<file path="config.mk">
export PLATFORM = sky130hd
export DESIGN_NAME = ctr_top
export DESIGN_NICKNAME = d
export VERILOG_FILES = /design/src/common/ctr_pkg.sv /design/src/rtl/ctr_route.sv /design/src/rtl/ctr_top.sv
export SDC_FILE = /design/constraint.sdc
export NUM_CORES = 1
export LEC_CHECK = 0
export BUFFER_PORTS_ARGS = -buffer_cell sky130_fd_sc_hd__buf_4
export CAP_MARGIN = 40
export CORE_MARGIN = 3
export CORE_UTILIZATION = 54
export DETAILED_ROUTE_END_ITERATION = 7
export PLACE_DENSITY = 0.82
export SLEW_MARGIN = 25
export SYNTH_ARGS = -nofsm -noshare
export SYNTH_HDL_FRONTEND = slang
export SYNTH_HIERARCHICAL = 1
export SYNTH_SLANG_ARGS = --single-unit
</file>
<file path="constraint.sdc">
create_clock -name ref_clk -period 2.4 [get_ports ref_clk]
set_clock_uncertainty 0.1 [all_clocks]
set_input_delay 0.24 -clock ref_clk [delete_from_list [all_inputs] [get_ports ref_clk]]
set_output_delay 0.24 -clock ref_clk [all_outputs]
set_load 0.02 [all_outputs]
</file>
<file path="src/common/ctr_pkg.sv">
// Shared constants, types and decoders for the timer routing block.
// Assumes an APB master with 32-bit data and one clock for everything.
`default_nettype none
package ctr_pkg;

    // ========================================================
    // Sizes
    localparam int NUM_UNITS  = 5;
    localparam int ADDR_W     = 8;

    // ========================================================
    // Register byte addresses
    localparam logic [7:0] ADDR_TMR3CTL   = 8'h00;
    localparam logic [7:0] ADDR_CONFIG    = 8'h04;
    localparam logic [7:0] ADDR_STATUS    = 8'h08;
    localparam logic [7:0] ADDR_UNIT_BASE = 8'h10;
    localparam logic [7:0] UNIT_STRIDE    = 8'h10;
    localparam logic [7:0] OFS_CTL        = 8'h00;
    localparam logic [7:0] OFS_LOW        = 8'h04;
    localparam logic [7:0] OFS_HIGH       = 8'h08;

    // ========================================================
    // Field positions
    localparam int ROUTE_HI_BIT  = 6;
    localparam int ROUTE_LO_BIT  = 3;
    localparam int CTL_IMPL_W    = 6;
    localparam int STAT_SEC_POS  = 2;
    localparam int STAT_PWM_POS  = 7;
    localparam int UNIT_E2       = 1;

    // ========================================================
    // Values after reset
    localparam logic [7:0] TMR3CTL_RST = 8'h00;
    localparam logic       PINSEL_RST  = 1'b1;

    // ========================================================
    // Modes and encodings
    localparam logic [1:0] PWM_PREFIX  = 2'h3;
    localparam logic [3:0] MODE_OFF    = 4'h0;
    localparam logic [3:0] TB_CAP_A    = 4'h1;
    localparam logic [3:0] TB_PWM_A    = 4'h2;
    localparam logic [3:0] TB_CAP_B    = 4'h4;
    localparam logic [3:0] TB_PWM_B    = 4'h8;
    localparam logic [3:0] TB_NONE     = 4'h0;

    typedef enum logic [1:0] {
        ROUTE_ALL_FIRST  = 2'h0,
        ROUTE_E1_FIRST   = 2'h1,
        ROUTE_E12_FIRST  = 2'h2,
        ROUTE_ALL_SECOND = 2'h3
    } ctr_route_type;

    typedef enum logic [1:0] {
        PH_IDLE   = 2'h1,
        PH_ANSWER = 2'h2
    } ctr_phase_type;

    // ========================================================
    // Carriers
    typedef struct packed {
        logic              psel;
        logic              penable;
        logic              pwrite;
        logic [ADDR_W-1:0] paddr;
        logic [31:0]       pwdata;
    } ctr_apb_req_type;

    typedef struct packed {
        logic [15:0] capA;
        logic [15:0] capB;
        logic [7:0]  pwmA;
        logic [7:0]  pwmB;
    } ctr_timebase_type;

    // ========================================================
    // Decoders
    function automatic logic ctr_is_pwm(input logic [3:0] mode);
        return mode[3:2] == PWM_PREFIX;
    endfunction

    function automatic logic ctr_uses_second(input ctr_route_type r,
                                             input logic [2:0] unit);
        case (r)
            ROUTE_ALL_FIRST:  return 1'b0;
            ROUTE_E1_FIRST:   return unit != 3'h0;
            ROUTE_E12_FIRST:  return unit > 3'h1;
            ROUTE_ALL_SECOND: return 1'b1;
            default:          return 1'b0;
        endcase
    endfunction

endpackage
`default_nettype wire

</file>
<file path="src/rtl/ctr_route.sv">
// Time base selector for one capture/compare/PWM unit.
// Assumes the routing select and mode come from registered state.
`timescale 1ns/1ps
`default_nettype none
module ctr_route #(
    parameter logic [2:0] UNIT = 3'h0
) (
    // Selection
    input  wire ctr_pkg::ctr_route_type    route,
    input  wire logic [3:0]                mode,
    // Time bases
    input  wire ctr_pkg::ctr_timebase_type tb,
    // Result
    output logic [3:0]                     tbSel,
    output logic [15:0]                    tbValue,
    output logic                           second,
    output logic                           pwm
);

    // ========================================================
    // Class and pair selection
    always_comb begin
        pwm    = ctr_pkg::ctr_is_pwm(mode);
        second = ctr_pkg::ctr_uses_second(route, UNIT);
        if (mode == ctr_pkg::MODE_OFF) begin
            tbSel   = ctr_pkg::TB_NONE;
            tbValue = 16'h0000;
        end else if (pwm) begin
            // PWM work only on the PWM time bases
            tbSel   = second ? ctr_pkg::TB_PWM_B : ctr_pkg::TB_PWM_A;
            tbValue = second ? {8'h00, tb.pwmB} : {8'h00, tb.pwmA};
        end else begin
            // Capture and compare only on capture bases
            tbSel   = second ? ctr_pkg::TB_CAP_B : ctr_pkg::TB_CAP_A;
            tbValue = second ? tb.capB : tb.capA;
        end
    end

endmodule
`default_nettype wire

</file>
<file path="src/rtl/ctr_top.sv">
// Register file, time base routing and pin routing of the units.
// Assumes an APB master on ref_clk and timers owned by the neighbours.
//
// Contract
// - Each unit has a control register and a value split in two bytes.
// - Control, low and high value registers are all readable and writable.
// - Capture and compare use only the first or third timer.
// - PWM uses only the second or fourth timer.
// - Two routing bits in the capture_timebase_b control register pick the assignment.
// - One setting routes every unit to the first and second timers.
// - Select 01: only unit 1 on first pair, others on second pair.
// - Select 10: units 1 and 2 on first pair, others on second pair.
// - Select 11: every unit on third and fourth timers.
// - Units on one timer in one mode class share it as time base.
// - Pin select high, its default, puts unit 2 on port C bit 1.
// - Pin select low: port E bit 7, or B3/E7 by mode on large parts.
// - Unimplemented control bits, the top two among them, read as zero.
//
// Chosen here: register access over APB and the address map.
`timescale 1ns/1ps
`default_nettype none
module ctr_top (
    // Clock and reset
    input  wire logic                      ref_clk,
    input  wire logic                      reset_n,
    // APB slave
    input  wire ctr_pkg::ctr_apb_req_type  apbReq,
    output logic                           pready,
    output logic [31:0]                    prdata,
    output logic                           pslverr,
    // Time bases
    input  wire ctr_pkg::ctr_timebase_type timebase,
    // Unit registers and routing
    output logic [4:0][7:0]                unitControl,
    output logic [4:0][15:0]               unitValue,
    output logic [4:0][3:0]                unitTimebaseSel,
    output logic [4:0][15:0]               unitTimebaseValue,
    // Unit 2 pin routing
    input  wire logic                      largePackage,
    input  wire logic                      unit2DriveOut,
    input  wire logic                      unit2DriveEn,
    output logic                           unit2CaptureIn,
    input  wire logic                      portCBit1In,
    output logic                           portCBit1Out,
    output logic                           portCBit1Oe,
    input  wire logic                      portEBit7In,
    output logic                           portEBit7Out,
    output logic                           portEBit7Oe,
    input  wire logic                      portBBit3In,
    output logic                           portBBit3Out,
    output logic                           portBBit3Oe
);

    localparam int NU = ctr_pkg::NUM_UNITS;
    localparam int CW = ctr_pkg::CTL_IMPL_W;

    // ========================================================
    // State
    typedef struct packed {
        ctr_pkg::ctr_phase_type phase;
        logic [31:0]            rdata;
        logic                   err;
        logic [7:0]             tmr3Ctl;
        logic                   pinSel;
        logic [4:0][CW-1:0]     unitCtl;
        logic [4:0][7:0]        unitLow;
        logic [4:0][7:0]        unitHigh;
        logic [4:0][3:0]        tbSel;
        logic [4:0][15:0]       tbVal;
        logic                   capIn;
        logic                   c1Out;
        logic                   c1Oe;
        logic                   e7Out;
        logic                   e7Oe;
        logic                   b3Out;
        logic                   b3Oe;
    } ctr_state_type;

    localparam ctr_state_type ST_RST = '{
        phase:   ctr_pkg::PH_IDLE,
        tmr3Ctl: ctr_pkg::TMR3CTL_RST,
        pinSel:  ctr_pkg::PINSEL_RST,
        default: '0
    };

    ctr_state_type st_r;
    ctr_state_type st_nxt;

    // ========================================================
    // Address decode
    function automatic logic ctr_hit(input logic [7:0] a,
                                     input int unsigned u,
                                     input logic [7:0] ofs);
        logic [7:0] base;
        base = ctr_pkg::ADDR_UNIT_BASE + 8'(u * 16) + ofs;
        return a == base;
    endfunction

    // ========================================================
    // Routing per unit
    ctr_pkg::ctr_route_type route;
    logic [4:0][3:0]        routeSel;
    logic [4:0][15:0]       routeVal;
    logic [4:0]             routeSecond;
    logic [4:0]             routePwm;

    // Select comes from the two split bits, reset value 00
    assign route = ctr_pkg::ctr_route_type'(
        {st_r.tmr3Ctl[ctr_pkg::ROUTE_HI_BIT],
         st_r.tmr3Ctl[ctr_pkg::ROUTE_LO_BIT]});

    // Shared time bases are plain fan-out of one timer
    // Pair choice per select value
    generate
        for (genvar g = 0; g < NU; g++) begin : gUnit
            ctr_route #(
                .UNIT (3'(g))
            ) uRoute (
                .route   (route),
                .mode    (st_r.unitCtl[g][3:0]),
                .tb      (timebase),
                .tbSel   (routeSel[g]),
                .tbValue (routeVal[g]),
                .second  (routeSecond[g]),
                .pwm     (routePwm[g])
            );
        end
    endgenerate

    // ========================================================
    // Next state
    always_comb begin
        logic [7:0] a;
        logic       useC1;
        logic       useE7;
        a      = apbReq.paddr;
        useC1  = 1'b0;
        useE7  = 1'b0;
        st_nxt = st_r;

        // Bus read and write sides and phase
        case (st_r.phase)
            ctr_pkg::PH_IDLE: begin
                if (apbReq.psel && !apbReq.penable) begin
                    st_nxt.phase = ctr_pkg::PH_ANSWER;
                    st_nxt.rdata = 32'h0000_0000;
                    st_nxt.err   = 1'b1;
                    if (a == ctr_pkg::ADDR_TMR3CTL) begin
                        st_nxt.rdata = {24'h000000, st_r.tmr3Ctl};
                        st_nxt.err   = 1'b0;
                    end
                    if (a == ctr_pkg::ADDR_CONFIG) begin
                        st_nxt.rdata = {31'h0, st_r.pinSel};
                        st_nxt.err   = 1'b0;
                    end
                    if (a == ctr_pkg::ADDR_STATUS) begin
                        st_nxt.rdata = {20'h00000, routePwm,
                                        routeSecond, route};
                        st_nxt.err   = 1'b0;
                    end
                    for (int u = 0; u < NU; u++) begin
                        if (ctr_hit(a, u, ctr_pkg::OFS_CTL)) begin
                            // Top bits read as zero
                            st_nxt.rdata = {26'h0, st_r.unitCtl[u]};
                            st_nxt.err   = 1'b0;
                        end
                        if (ctr_hit(a, u, ctr_pkg::OFS_LOW)) begin
                            st_nxt.rdata = {24'h0, st_r.unitLow[u]};
                            st_nxt.err   = 1'b0;
                        end
                        if (ctr_hit(a, u, ctr_pkg::OFS_HIGH)) begin
                            st_nxt.rdata = {24'h0, st_r.unitHigh[u]};
                            st_nxt.err   = 1'b0;
                        end
                    end
                end
            end
            ctr_pkg::PH_ANSWER: begin
                st_nxt.phase = ctr_pkg::PH_IDLE;
                if (apbReq.psel && apbReq.penable && apbReq.pwrite
                    && !st_r.err) begin
                    if (a == ctr_pkg::ADDR_TMR3CTL) begin
                        st_nxt.tmr3Ctl = apbReq.pwdata[7:0];
                    end
                    if (a == ctr_pkg::ADDR_CONFIG) begin
                        st_nxt.pinSel = apbReq.pwdata[0];
                    end
                    for (int u = 0; u < NU; u++) begin
                        if (ctr_hit(a, u, ctr_pkg::OFS_CTL)) begin
                            // Only implemented bits kept
                            st_nxt.unitCtl[u] = apbReq.pwdata[CW-1:0];
                        end
                        if (ctr_hit(a, u, ctr_pkg::OFS_LOW)) begin
                            st_nxt.unitLow[u] = apbReq.pwdata[7:0];
                        end
                        if (ctr_hit(a, u, ctr_pkg::OFS_HIGH)) begin
                            st_nxt.unitHigh[u] = apbReq.pwdata[7:0];
                        end
                    end
                end
            end
            default: begin
                st_nxt.phase = ctr_pkg::PH_IDLE;
            end
        endcase

        // Time base routing outputs
        st_nxt.tbSel = routeSel;
        st_nxt.tbVal = routeVal;

        // Unit 2 pin choice
        useC1 = st_r.pinSel;
        useE7 = !st_r.pinSel
                && (!largePackage || routePwm[ctr_pkg::UNIT_E2]);
        st_nxt.c1Oe  = useC1 && unit2DriveEn;
        st_nxt.c1Out = useC1 && unit2DriveOut;
        st_nxt.e7Oe  = useE7 && unit2DriveEn;
        st_nxt.e7Out = useE7 && unit2DriveOut;
        st_nxt.b3Oe  = !useC1 && !useE7 && unit2DriveEn;
        st_nxt.b3Out = !useC1 && !useE7 && unit2DriveOut;
        // Pin direction stays software's job
        if (useC1) begin
            st_nxt.capIn = portCBit1In;
        end else if (useE7) begin
            st_nxt.capIn = portEBit7In;
        end else begin
            st_nxt.capIn = portBBit3In;
        end
    end

    // ========================================================
    // State register
    always_ff @(posedge ref_clk or negedge reset_n) begin
        if (!reset_n) begin
            st_r <= ST_RST;
        end else begin
            st_r <= st_nxt;
        end
    end

    // ========================================================
    // Outputs
    assign pready  = st_r.phase == ctr_pkg::PH_ANSWER;
    assign prdata  = st_r.rdata;
    assign pslverr = pready && st_r.err;

    // Two-byte value per unit
    generate
        for (genvar g = 0; g < NU; g++) begin : gOut
            assign unitControl[g] = {2'b00, st_r.unitCtl[g]};
            assign unitValue[g]   = {st_r.unitHigh[g], st_r.unitLow[g]};
        end
    endgenerate

    assign unitTimebaseSel   = st_r.tbSel;
    assign unitTimebaseValue = st_r.tbVal;
    assign unit2CaptureIn    = st_r.capIn;
    assign portCBit1Out      = st_r.c1Out;
    assign portCBit1Oe       = st_r.c1Oe;
    assign portEBit7Out      = st_r.e7Out;
    assign portEBit7Oe       = st_r.e7Oe;
    assign portBBit3Out      = st_r.b3Out;
    assign portBBit3Oe       = st_r.b3Oe;

endmodule
`default_nettype wire

</file>
After elaboration in Yosys (flattened, before gate mapping) --
Cells that the tools add are included.
Storage, ports and cells: flip-flop bits (word level) 261, output and inout bits 261
Cells by class: eq/ne operators 28, mux-type cells 57, reduce and logical (&&, ||, !) cells 48
Operators with widths (count):
- two-way mux 33 bit | 17
- two-way mux 16 bit | 13
- two-way mux 4 bit | 13
- AND reduction 3 bit | 17
- equality test 8 x 6 -> 1 bit (second input constant) | 6
- equality test 8 x 7 -> 1 bit (second input constant) | 6
- two-way mux 35 bit | 1
- equality test 8 x 5 -> 1 bit (second input constant) | 3
- two-way mux 8 bit | 3
- zero test 4 bit | 5
- equality test 2 bit (second input constant) | 8
- logical AND 1 bit | 13
- two-way mux 3 bit | 3
- two-way mux 9 bit | 1
- equality test 8 x 3 -> 1 bit (second input constant) | 1
- equality test 8 x 4 -> 1 bit (second input constant) | 1
- zero test 8 bit | 1
- case mux 1 bit (2 select lines) | 3
- OR reduction 3 bit | 2
- zero test 1 bit | 5
- equality test 2 x 1 -> 1 bit (second input constant) | 2
- OR reduction 2 bit | 2
- zero test 2 bit | 1
- two-way mux 1 bit | 2
- 4 further kinds | 4

Logic depth before layout (Yosys ltp) --
Gate-level depths: netlist of the first run.
depth in word-level cells 21, depth in mapped cells 9, mapped depth without buffers 8

Cells and area by module --
Netlist of the first run, hierarchy kept.
By module, submodules not included:
- ctr_top | instances 1, cells each 978, area an instance 11479.8 um^2
- ctr_route at gUnit[2].uRoute ... | instances 3, cells each 62, area an instance 419.2 um^2
- ctr_route at gUnit[1].uRoute | instances 1, cells each 46, area an instance 439.2 um^2
- ctr_route at gUnit[0].uRoute | instances 1, cells each 62, area an instance 400.4 um^2

Worst setup path before layout of the first run --
OpenSTA, ideal clock, no wires.
path type register -> register, start register st_r[259] (netlist bit), end register st_r, in the netlist unitValue[48], library setup time 0.125 ns, arrival 2.039 ns, data required time 2.175 ns, setup slack 0.137 ns, stages on the path, launching flop included 6, path buffers 1, clock period less this slack 2.263 ns, path through dfstp_2 > nor2b_1 > nand4_1 > buf_2 > nor3_4 > mux2_2
On the way: longest elaborated chain between the ends 2
RTL lines:
- from (decl) | RTL line ctr_top.sv:86 | ctr_state_type st_r;
- from (signal assigned) | RTL line ctr_top.sv:237 | st_r <= st_nxt;
- equality test 2 bit
- via pready | RTL line ctr_top.sv:28 | output logic pready,
- AND reduction 3 bit (no line)
The timed path passes the listed nets, and every way through them passes these cells. A chain may end at the register's enable or synchronous reset.

==> results of run 1 <==
## worst min path at each step
stage,startpoint,to,slack (ns),depth (start not counted)
final,timebase[11],unitTimebaseValue[51],0.05,3
after global routing,timebase[11],unitTimebaseValue[51],0.04,3
after CTS,timebase[11],unitTimebaseValue[3],0.01,3
after detailed placement,reset_n,unitTimebaseValue[26],0.16,1
after global placement,reset_n,unitTimebaseSel[10],0.16,1
after floorplan,reset_n,portBBit3Oe,-0.16,0
## critical path: stages (launching register included)
cell and delay [ns]:
dfrtp_1 0.55, buf_4 0.25, nand2_1 0.09, inv_2 0.12
buf_6 0.29, nand2_1 0.09, a21oi_1 0.16, dlygate4sd3_1 0.58
## power by group through the flow
| stage | Combinational [mW] | Sequential [mW] | Clock (mW) |
|---|---|---|---|
| floorplan | 0.369 | 4.18 | 0 |
| global placement | 0.715 | 4.18 | 0 |
| detailed placement | 0.726 | 4.18 | 0 |
| CTS | 0.819 | 4.10 | 3.93 |
| global route | 0.901 | 4.10 | 4.11 |
| finish | 0.845 | 4.10 | 3.89 |
## registers in the layout, indices dropped and copies added, names as in the netlist
register           cells
portBBit3Oe            1
unitControl           30
portBBit3Out           1
unitValue             80
portEBit7Out           1
unitTimebaseSel       20
portEBit7Oe            1
route                  2
portCBit1Out           1
portCBit1Oe            1
prdata                12
st_r                  10
unitTimebaseValue     80
unit2CaptureIn         1
## metrics by stage
step,total power [mW],utilization,cells
finish,8.84,0.672,1827
global route,9.11,0.672,1827
CTS,8.85,0.672,1827
detailed placement,4.90,0.605,1702
global placement,4.89,0.605,1702
floorplan,4.55,-,1301
## cells by family after synthesis
kind of cell / count (synthesis)
flops: 241
mux: 194
compound gates: 217
other cells: 1
simple gates: 279
buf+inv: 339
xor+xnor: 1
## final cells by class
type | instances | area (um^2) | share of cell area
Sequential cell | 241 | 6030 | 0.366
Multi-Input combinational cell | 721 | 5280 | 0.321
Timing Repair Buffer | 477 | 3870 | 0.235
Clock buffer | 33 | 686 | 0.0416
Tap cell | 324 | 405 | 0.0246
Clock inverter | 12 | 135 | 0.00820
Inverter | 19 | 71.3 | 0.00433
## Yosys cell counts, types with 4 or more instances
master | number | area, um^2
a21o_1 | 6 | 45.0
a21oi_1 | 59 | 295
a22o_1 | 8 | 70.1
a22oi_1 | 9 | 67.6
a31oi_1 | 4 | 25.0
and2_1 | 4 | 25.0
and3_1 | 4 | 25.0
buf_2 | 20 | 100
buf_4 | 256 | 1920
buf_6 | 7 | 78.8
clkbuf_1 | 33 | 124
dfrtp_1 | 239 | 5980
inv_1 | 16 | 60.1
mux2_2 | 112 | 1260
mux2i_1 | 69 | 691
mux4_2 | 9 | 203
nand2_1 | 102 | 383
nand2_4 | 4 | 45.0
nand2b_1 | 13 | 81.3
nand3_1 | 7 | 35.0
nor2_1 | 64 | 240
nor2_2 | 10 | 62.6
nor2b_1 | 13 | 81.3
nor3_1 | 8 | 40.0
nor3_4 | 7 | 114
o211ai_1 | 8 | 60.1
o21ai_0 | 40 | 200
o21ai_1 | 4 | 20.0
o221ai_1 | 5 | 43.8
o22ai_1 | 46 | 288
or3_1 | 4 | 25.0
or4_4 | 6 | 67.6
## per-layer routing
| layer | share of wire | track usage | vias up |
|---|---|---|---|
| li1 | - | - | 4604 |
| met1 | 0.38 | 0.402 | 5334 |
| met2 | 0.48 | 0.538 | 731 |
| met3 | 0.089 | 0.0574 | 176 |
| met4 | 0.054 | 0.157 | 0 |
| met5 | 0 | 0 | - |
## timing repair
| item | CTS | global route |
|---|---|---|
| setup endpoints to repair | 0 | 4 |
| hold buffers | 80 | 0 |
| endpoints found under the hold margin | 163 | 0 |
| resized for setup | 0 | 2 |
==> reports/results.txt, run 1 <==
outcome = complete, but fails checks
violated checks = design-rule violations
Worst-path clk slew = 0.07 ns
GP Congestion = 0.964
commonest non-fill, non-tap cells in the layout = buf_4, dfrtp_1, mux2_2
number of enable-type register cells in the synthesized netlist = 0
class of the most critical setup path = flip-flop to flip-flop
FMAX = 432 MHz
Min Hold Slack = 0.0453 ns
Worst Max-Slew Pin Slew = 0.594 ns
average footprint of a synthesized cell = 10.7 um^2
# port buffers = 305
Post-Syn Instances = 1272
total of warnings raised by yosys = 6
sequential share of power = 0.464
filler cell count in the final layout = 1808
die boundary width = 165 um
Post-layout nets = 1584
flop-to-flop setup slack = 0.08 ns
via count of the first global-routing pass = 11056
CTS Root Buffer Type = clkbuf_16
number of design rule violations left after detail routing = 6
level count of the clock H-tree = 1
largest net degree at the start of global routing = 75
launching instance or port of the critical path = route[0]
die area = 27100 um^2
total via count after detailed routing = 10845
cell area after technology mapping = 13600 um^2
proportion of synthesized chip area in sequential cells = 0.444
clock tree from TritonCTS = done
cell leakage power = 8.56 nW
reg-to-reg startpoint = route[0]
fraction of layout instances using a drive strength above 1 = 0.405
max-cap check violation count = 0
Adder-Cell Fraction of Synth Area = 0
Die Y = 165 um
antenna cells = 0
Vias per Instance = 5.94
DP Wirelength = 30400 um
Worst EP arrival = 2.68 ns
area post-placement = 14900 um^2
CP endpoint kind = flip-flop
remaining global-route overflow = 0
endpoint required time on the critical path = 2.76 ns
final-layout setup total negative slack = 0 ns
FFs w/ async S/R, synth = 1.00
setup violators final = 0
combinational power share = 0.096
P_int = 6.66 mW
effective utilization at floorplan = 0.553
Clock Tree Buf Depth = 3
worst-case headroom to the max-slew limit = 0.604
area of all placed cells without fillers = 16500 um^2
Distinct cells, synth = 81
startpoint class of the critical path = flip-flop
setup ws final = 0.0848 ns
overall fraction of global-route tracks in use = 0.321
fraction of the mapped netlist area in compound gates = 0.101
XOR/XNOR share of the synthesized area = 0.000645
Reg-to-Reg End = unitTimebaseValue[11]
number of setup buffers added after CTS = 0
leading cell type in the layout, fill and taps excluded = buf_4
prevailing post-synth register cell = dfrtp_1
Layout area overhead = 21.4%
final critical-path share of the clock period = 0.965
share of cell area taken by muxes after synthesis = 0.165
final hold violations = 0
worst r2r path cells = 7
combinational family with the most area after synthesis = buffers and inverters
termination of the worst setup path = unitTimebaseValue[11]
clock buffer count from CTS = 25
antenna violations before repair = 0
PD cells = 536 nW/um^2
number of placement rows = 57
DR pass1 iterations = 8
share of power burned in the clock network = 0.440
total length of routed wires = 44800 um
worst min-delay path class = primary input to flip-flop
Starting DRT DRC Count = 1106
maximum vdd drop = 446 uV
final critical delay including setup and external delays = 2.32 ns
mean routed wirelength per cell = 24.5 um
insertion delay to the later sink of the worst-skew pair = 0.54 ns
switching portion of total power = 0.246
power dissipated by switching net loads = 2.18 mW
core region area = 24500 um^2
count of pins on the block boundary = 360
post-synthesis register bit count = 241
worst slack at placement = 0.0412 ns
first-pass GRT wire length = 66400 um
number of clock sinks = 241
unrepaired setup endpoints after global routing = no
largest fanout on the critical path = 24
Routed Antenna Nets = 0
fraction of the mapped netlist area in simple logic gates = 0.113
number of pins with negative max-slew slack in the final report = 0
(Power assumes the default switching activity.)
==> run 2, diff against run 1 <==
Settings changed: RECOVER_POWER set to 100.
==> run 2 against run 1 <==
Against the previous run: the flow finishes with violations (max-capacitance violations, max-slew violations); sequential cell count unchanged; clock power about the same; global-route usage unchanged; register-to-register slack improved by 0.02 ns; sequential share of layout area increased by 2.5 points; worst setup slack improved by 0.022 ns; critical path type unchanged; largest cell class unchanged.
==> reports/results.txt, run 2 (synthesized netlist as in run 1, its figures left out) <==
CP endpoint kind = flip-flop
final critical-path share of the clock period = 0.955 (-0.00935)
class of the most critical setup path = flip-flop to flip-flop
core region area = 24500 um^2 (unchanged)
number of pins with negative max-slew slack in the final report = 74 (+74)
GP Congestion = 0.964 (unchanged)
unrepaired setup endpoints after global routing = no
PD cells = 572 nW/um^2 (+6.6%)
insertion delay to the later sink of the worst-skew pair = 0.54 ns (about the same)
final hold violations = 0 (unchanged)
die area = 27100 um^2 (unchanged)
antenna violations before repair = 0 (unchanged)
setup violators final = 0 (unchanged)
cell leakage power = 7.41 nW (-13%)
Min Hold Slack = 0.0432 ns (-0.00216 ns)
leading cell type in the layout, fill and taps excluded = clkbuf_1
Layout area overhead = 13.6%
Worst EP arrival = 2.66 ns (-0.02 ns)
Starting DRT DRC Count = 1141 (+3.2%)
total via count after detailed routing = 10748 (-0.89%)
DR pass1 iterations = 6 (-2)
effective utilization at floorplan = 0.553 (unchanged)
fraction of layout instances using a drive strength above 1 = 0.230 (-0.175)
startpoint class of the critical path = flip-flop
Worst-path clk slew = 0.07 ns (about the same)
remaining global-route overflow = 0 (unchanged)
sequential share of power = 0.465 (about the same)
Die Y = 165 um (unchanged)
outcome = complete, but fails checks
DP Wirelength = 30400 um (unchanged)
startpoint of the tightest hold check path = timebase[11]
share of power burned in the clock network = 0.443 (+0.003)
area of all placed cells without fillers = 15400 um^2 (-6.5%)
P_int = 6.64 mW (-0.40%)
via count of the first global-routing pass = 11056 (unchanged)
Routed Antenna Nets = 0 (unchanged)
clock tree from TritonCTS = done
Clock Tree Buf Depth = 3 (unchanged)
antenna cells = 0 (unchanged)
# port buffers = 305 (unchanged)
final critical delay including setup and external delays = 2.29 ns (-0.0224 ns)
endpoint required time on the critical path = 2.77 ns (about the same)
maximum vdd drop = 435 uV (-2.6%)
total length of routed wires = 44900 um (+0.19%)
number of design rule violations left after detail routing = 0 (-6)
worst min-delay path class = primary input to flip-flop
reg-to-reg startpoint = route[0]
area post-placement = 14900 um^2 (unchanged)
commonest non-fill, non-tap cells in the layout = clkbuf_1, dfrtp_1, buf_4
final-layout setup total negative slack = 0 ns (unchanged)
largest fanout on the critical path = 24 (unchanged)
setup ws final = 0.107 ns (+0.0224 ns)
first-pass GRT wire length = 66400 um (unchanged)
number of clock sinks = 241 (unchanged)
combinational power share = 0.092 (-0.004)
Post-layout nets = 1584 (unchanged)
FMAX = 436 MHz (+0.98%)
filler cell count in the final layout = 2135 (+18%)
overall fraction of global-route tracks in use = 0.321 (unchanged)
count of pins on the block boundary = 360 (unchanged)
die boundary width = 165 um (unchanged)
largest net degree at the start of global routing = 75 (unchanged)
Vias per Instance = 5.88 (-0.89%)
mean routed wirelength per cell = 24.6 um (+0.19%)
violated checks = max-capacitance violations, max-slew violations
clock buffer count from CTS = 25 (unchanged)
worst slack at placement = 0.0412 ns (unchanged)
level count of the clock H-tree = 1 (unchanged)
launching instance or port of the critical path = route[0]
max-cap check violation count = 1 (+1)
switching portion of total power = 0.247 (+0.000913)
worst-case headroom to the max-slew limit = -0.151 (-0.755)
number of placement rows = 57 (unchanged)
Worst Max-Slew Pin Slew = 1.73 ns (+1.13 ns)
Total Power = 8.82 mW (-0.27%)
CTS Root Buffer Type = clkbuf_16
number of setup buffers added after CTS = 0 (unchanged)
power dissipated by switching net loads = 2.18 mW (about the same)
## run 2: changes by cell type in the layout (fill, tap and decap cells not counted), moves of 4 or more
| cell | previous run | this run |
|---|---|---|
| nor3_4 | 7 | 1 |
| clkbuf_2 | 0 | 5 |
| nor2_1 | 64 | 70 |
| clkbuf_1 | 5 | 253 |
| nor2_2 | 10 | 4 |
| nor3_2 | 1 | 5 |
| buf_4 | 389 | 136 |
## run 2: final timing paths
path | slack [ns] | endpoint | cells after the start
hold / removal | 0.04 | unitTimebaseValue[51] | 3
setup / recovery | 0.11 | unitTimebaseValue[11] | 7
max in group asynchronous | 0.31 | unitTimebaseSel[12] | 3
hold reg to reg | 0.40 | prdata[6] | 2
setup reg to reg | 0.11 | unitTimebaseValue[11] | 7
min in group asynchronous | 0.60 | unitTimebaseSel[18] | 2
## run 2: critical path, stage by stage, from the launching register on
cell,delay (ns)
dfrtp_1,0.55
buf_4,0.24
nand2_1,0.09
inv_2,0.12
buf_6,0.29
nand2_1,0.09
a21oi_1,0.16
dlygate4sd3_1,0.59
## run 2: repair_timing
item                                    CTS  global route
hold endpoints to repair                163             0
hold buffers                             80             0
endpoints found under the setup margin    0             4
resized for setup                         0             2
## run 2: area by class of cell
type                            count  area [um^2]  area share
Tap cell                          324          405      0.0263
Inverter                           19         71.3     0.00463
Timing Repair Buffer              477         2880       0.187
Multi-Input combinational cell    721         5200       0.337
Sequential cell                   241         6030       0.391
Clock buffer                       33          686      0.0445
Clock inverter                     12          135     0.00876
## run 2: layer usage
layer	routed length [um]	vias to the layer above	track usage
met2	21700	692	0.538
met4	2320	0	0.157
met1	16900	5294	0.402
li1	-	4603	-
met3	3870	159	0.0574
met5	0	-	0
## run 2: power by group through the flow
| stage | logic, mW | registers, mW | clock network (mW) |
|---|---|---|---|
| 2_1_floorplan | 0.369 | 4.18 | 0 |
| 3_3_place_gp | 0.715 | 4.18 | 0 |
| 3_5_place_dp | 0.726 | 4.18 | 0 |
| 4_1_cts | 0.819 | 4.10 | 3.93 |
| 5_1_grt | 0.870 | 4.10 | 4.11 |
| 6_report | 0.813 | 4.10 | 3.90 |
## run 2: through the flow
step,util,std cells
2_1_floorplan,-,1301
3_3_place_gp,0.605,1702
3_5_place_dp,0.605,1702
4_1_cts,0.672,1827
5_1_grt,0.628,1827
6_report,0.628,1827
==> run 3, diff against run 2 <==
Settings changed: PLACE_DENSITY 0.82 to 0.93.
==> run 3 against run 2 <==
Against the previous run: the run still ends with max-capacitance violations, max-slew violations left; clock power rose by 10%; design area rose by 0.45%; count of clock-buffer cells in the layout rose by 1; final cell count fell by 0.27%; combinational power barely moved; worst setup slack got worse by 0.041 ns; sequential power barely moved; first-iteration DRC count rose by 25%; critical endpoint is now unitTimebaseValue[77].
==> reports/results.txt, run 3 (synthesized netlist as in run 1, its figures left out) <==
violated checks = max-capacitance violations, max-slew violations
insertion delay to the later sink of the worst-skew pair = 0.54 ns (about the same)
class of the most critical setup path = flip-flop to flip-flop
Post-layout nets = 1576 (-0.51%)
die boundary width = 165 um (unchanged)
leading cell type in the layout, fill and taps excluded = clkbuf_1
CTS Root Buffer Type = clkbuf_16
maximum vdd drop = 544 uV (+25%)
final critical delay including setup and external delays = 2.33 ns (+0.0413 ns)
core region area = 24500 um^2 (unchanged)
number of cells in the design after placement = 1694 (-0.47%)
level count of the clock H-tree = 1 (unchanged)
worst slack at placement = 0.0677 ns (+0.0265 ns)
number of clock sinks = 241 (unchanged)
number of pins with negative max-slew slack in the final report = 37 (-50%)
final hold violations = 0 (unchanged)
max-cap check violation count = 1 (unchanged)
DR pass1 iterations = 7 (+1)
DP Wirelength = 30500 um (+0.49%)
Starting DRT DRC Count = 1422 (+25%)
Routed Antenna Nets = 0 (unchanged)
unrepaired setup endpoints after global routing = no
outcome = complete, but fails checks
via count of the first global-routing pass = 11134 (+0.71%)
Worst-path clk slew = 0.06 ns (about the same)
CP endpoint kind = flip-flop
Clock Tree Buf Depth = 3 (unchanged)
Die Y = 165 um (unchanged)
filler cell count in the final layout = 2039 (-4.5%)
remaining global-route overflow = 0 (unchanged)
total via count after detailed routing = 11107 (+3.3%)
number of placement rows = 57 (unchanged)
clock buffer count from CTS = 26 (+4.0%)
largest net degree at the start of global routing = 76 (+1.3%)
mean routed wirelength per cell = 25.6 um (+4.1%)
Slowest Stage Delay on Critical Path = 0.57 ns (-0.02 ns)
overall fraction of global-route tracks in use = 0.335 (+0.0137)
commonest non-fill, non-tap cells in the layout = clkbuf_1, dfrtp_1, buf_4
sequential share of power = 0.445 (-0.020)
largest fanout on the critical path = 10 (-58%)
die area = 27100 um^2 (unchanged)
setup violators final = 0 (unchanged)
P_int = 6.94 mW (+4.6%)
combinational power share = 0.088 (-0.004)
PD cells = 595 nW/um^2 (+4.0%)
Layout Cells excl Fill = 1822 (-0.27%)
FMAX = 428 MHz (-1.8%)
number of design rule violations left after detail routing = 0 (unchanged)
Layout area overhead = 14.1%
area taken by multi-input logic gates = 5210 um^2 (about the same)
number of setup buffers added after CTS = 0 (unchanged)
antenna violations before repair = 1 (+1)
cell leakage power = 7.49 nW (+1.1%)
effective utilization at floorplan = 0.553 (unchanged)
fraction of layout instances using a drive strength above 1 = 0.228 (-0.00108)
first-pass GRT wire length = 69000 um (+3.8%)
switching portion of total power = 0.247 (-0.000378)
critical path, cell by cell = nor2_1 > inv_1 > clkbuf_1 > nand2_1 > a21oi_1 > dlygate4sd3_1
# port buffers = 305 (unchanged)
share of power burned in the clock network = 0.467 (+0.024)
Vias per Instance = 6.10 (+3.6%)
total length of routed wires = 46600 um (+3.8%)
count of pins on the block boundary = 360 (unchanged)
GP Congestion = 1.02 (+5.5%)
worst min-delay path class = primary input to flip-flop
final critical-path share of the clock period = 0.973 (+0.0172)
endpoint required time on the critical path = 2.78 ns (about the same)
standard cell with the maximum stage delay on the critical path = dlygate4sd3_1
Sequential cell area = 6030 um^2 (unchanged)
Worst EP arrival = 2.71 ns (+0.05 ns)
Worst Max-Slew Pin Slew = 1.86 ns (+0.134 ns)
power dissipated by switching net loads = 2.27 mW (+4.4%)
startpoint class of the critical path = flip-flop
clock tree from TritonCTS = done
worst-case headroom to the max-slew limit = -0.240 (-0.0894)
final-layout setup total negative slack = 0 ns (unchanged)
setup ws final = 0.0660 ns (-0.0413 ns)
## run 3: cell type report
class,count,share of cell area
tap,324,0.0262
timing repair buffer,468,0.183
inverter,19,0.00460
multi-input combinational,721,0.336
antenna,1,0.000162
sequential,241,0.390
clock buffer,34,0.0485
clock inverter,14,0.0118
## run 3: routing by layer
layer,wire length (um),track usage,vias up,part of all wire
met1,17000,0.418,5400,0.36
met5,0,0,-,0
met2,22500,0.563,895,0.48
met4,2520,0.148,0,0.054
met3,4600,0.0675,226,0.099
li1,-,-,4586,-
## run 3: per-stage QoR
| step | hold slack, ns | cell area, um^2 | power (mW) | utilization |
|---|---|---|---|---|
| 2_1_floorplan | -0.156 | 13700 | 4.55 | - |
| 5_1_grt | 0.0149 | 15500 | 9.47 | 0.631 |
| 4_1_cts | 0.0000842 | 16500 | 9.22 | 0.672 |
| 6_report | 0.0282 | 15500 | 9.21 | 0.631 |
| 3_3_place_gp | 0.0359 | 14800 | 4.87 | 0.602 |
| 3_5_place_dp | 0.0411 | 14800 | 4.89 | 0.602 |
## run 3: path summary, 6_finish.rpt
| check | depth (start not counted) | from | slack (ns) | end |
|---|---|---|---|---|
| max | 6 | route[1] | 0.07 | unitTimebaseValue[77] |
| min | 2 | apbReq[6] | 0.03 | unitValue[6] |
| max reg2reg | 6 | route[1] | 0.07 | unitTimebaseValue[77] |
| min reg2reg | 2 | prdata[6] | 0.41 | prdata[6] |
| max in group asynchronous | 3 | reset_n | 0.26 | unitTimebaseValue[39] |
| min in group asynchronous | 2 | reset_n | 0.76 | unitTimebaseValue[46] |
## run 3: timing repair
item,4_1_cts,5_1_grt
hold buffers,79,0
gates resized for setup,0,1
endpoints found under the hold margin,327,0
endpoints found under the setup margin,0,1
## run 3: critical path, delay by kind of cell, from the launching register on
family                 cells  cell delay [ns]
buffers and inverters      3             1.19
flip-flops                 1             0.52
AND/OR/NAND/NOR            2             0.26
AO/OA/AOI/OAI              1             0.21
## run 3: power groups by stage
| stage | combinational (mW) | clock (mW) | sequential, mW |
|---|---|---|---|
| after floorplan | 0.369 | 0 | 4.18 |
| final | 0.811 | 4.30 | 4.10 |
| after global placement | 0.698 | 0 | 4.18 |
| after CTS | 0.805 | 4.31 | 4.10 |
| after global routing | 0.861 | 4.51 | 4.10 |
| after detailed placement | 0.712 | 0 | 4.18 |
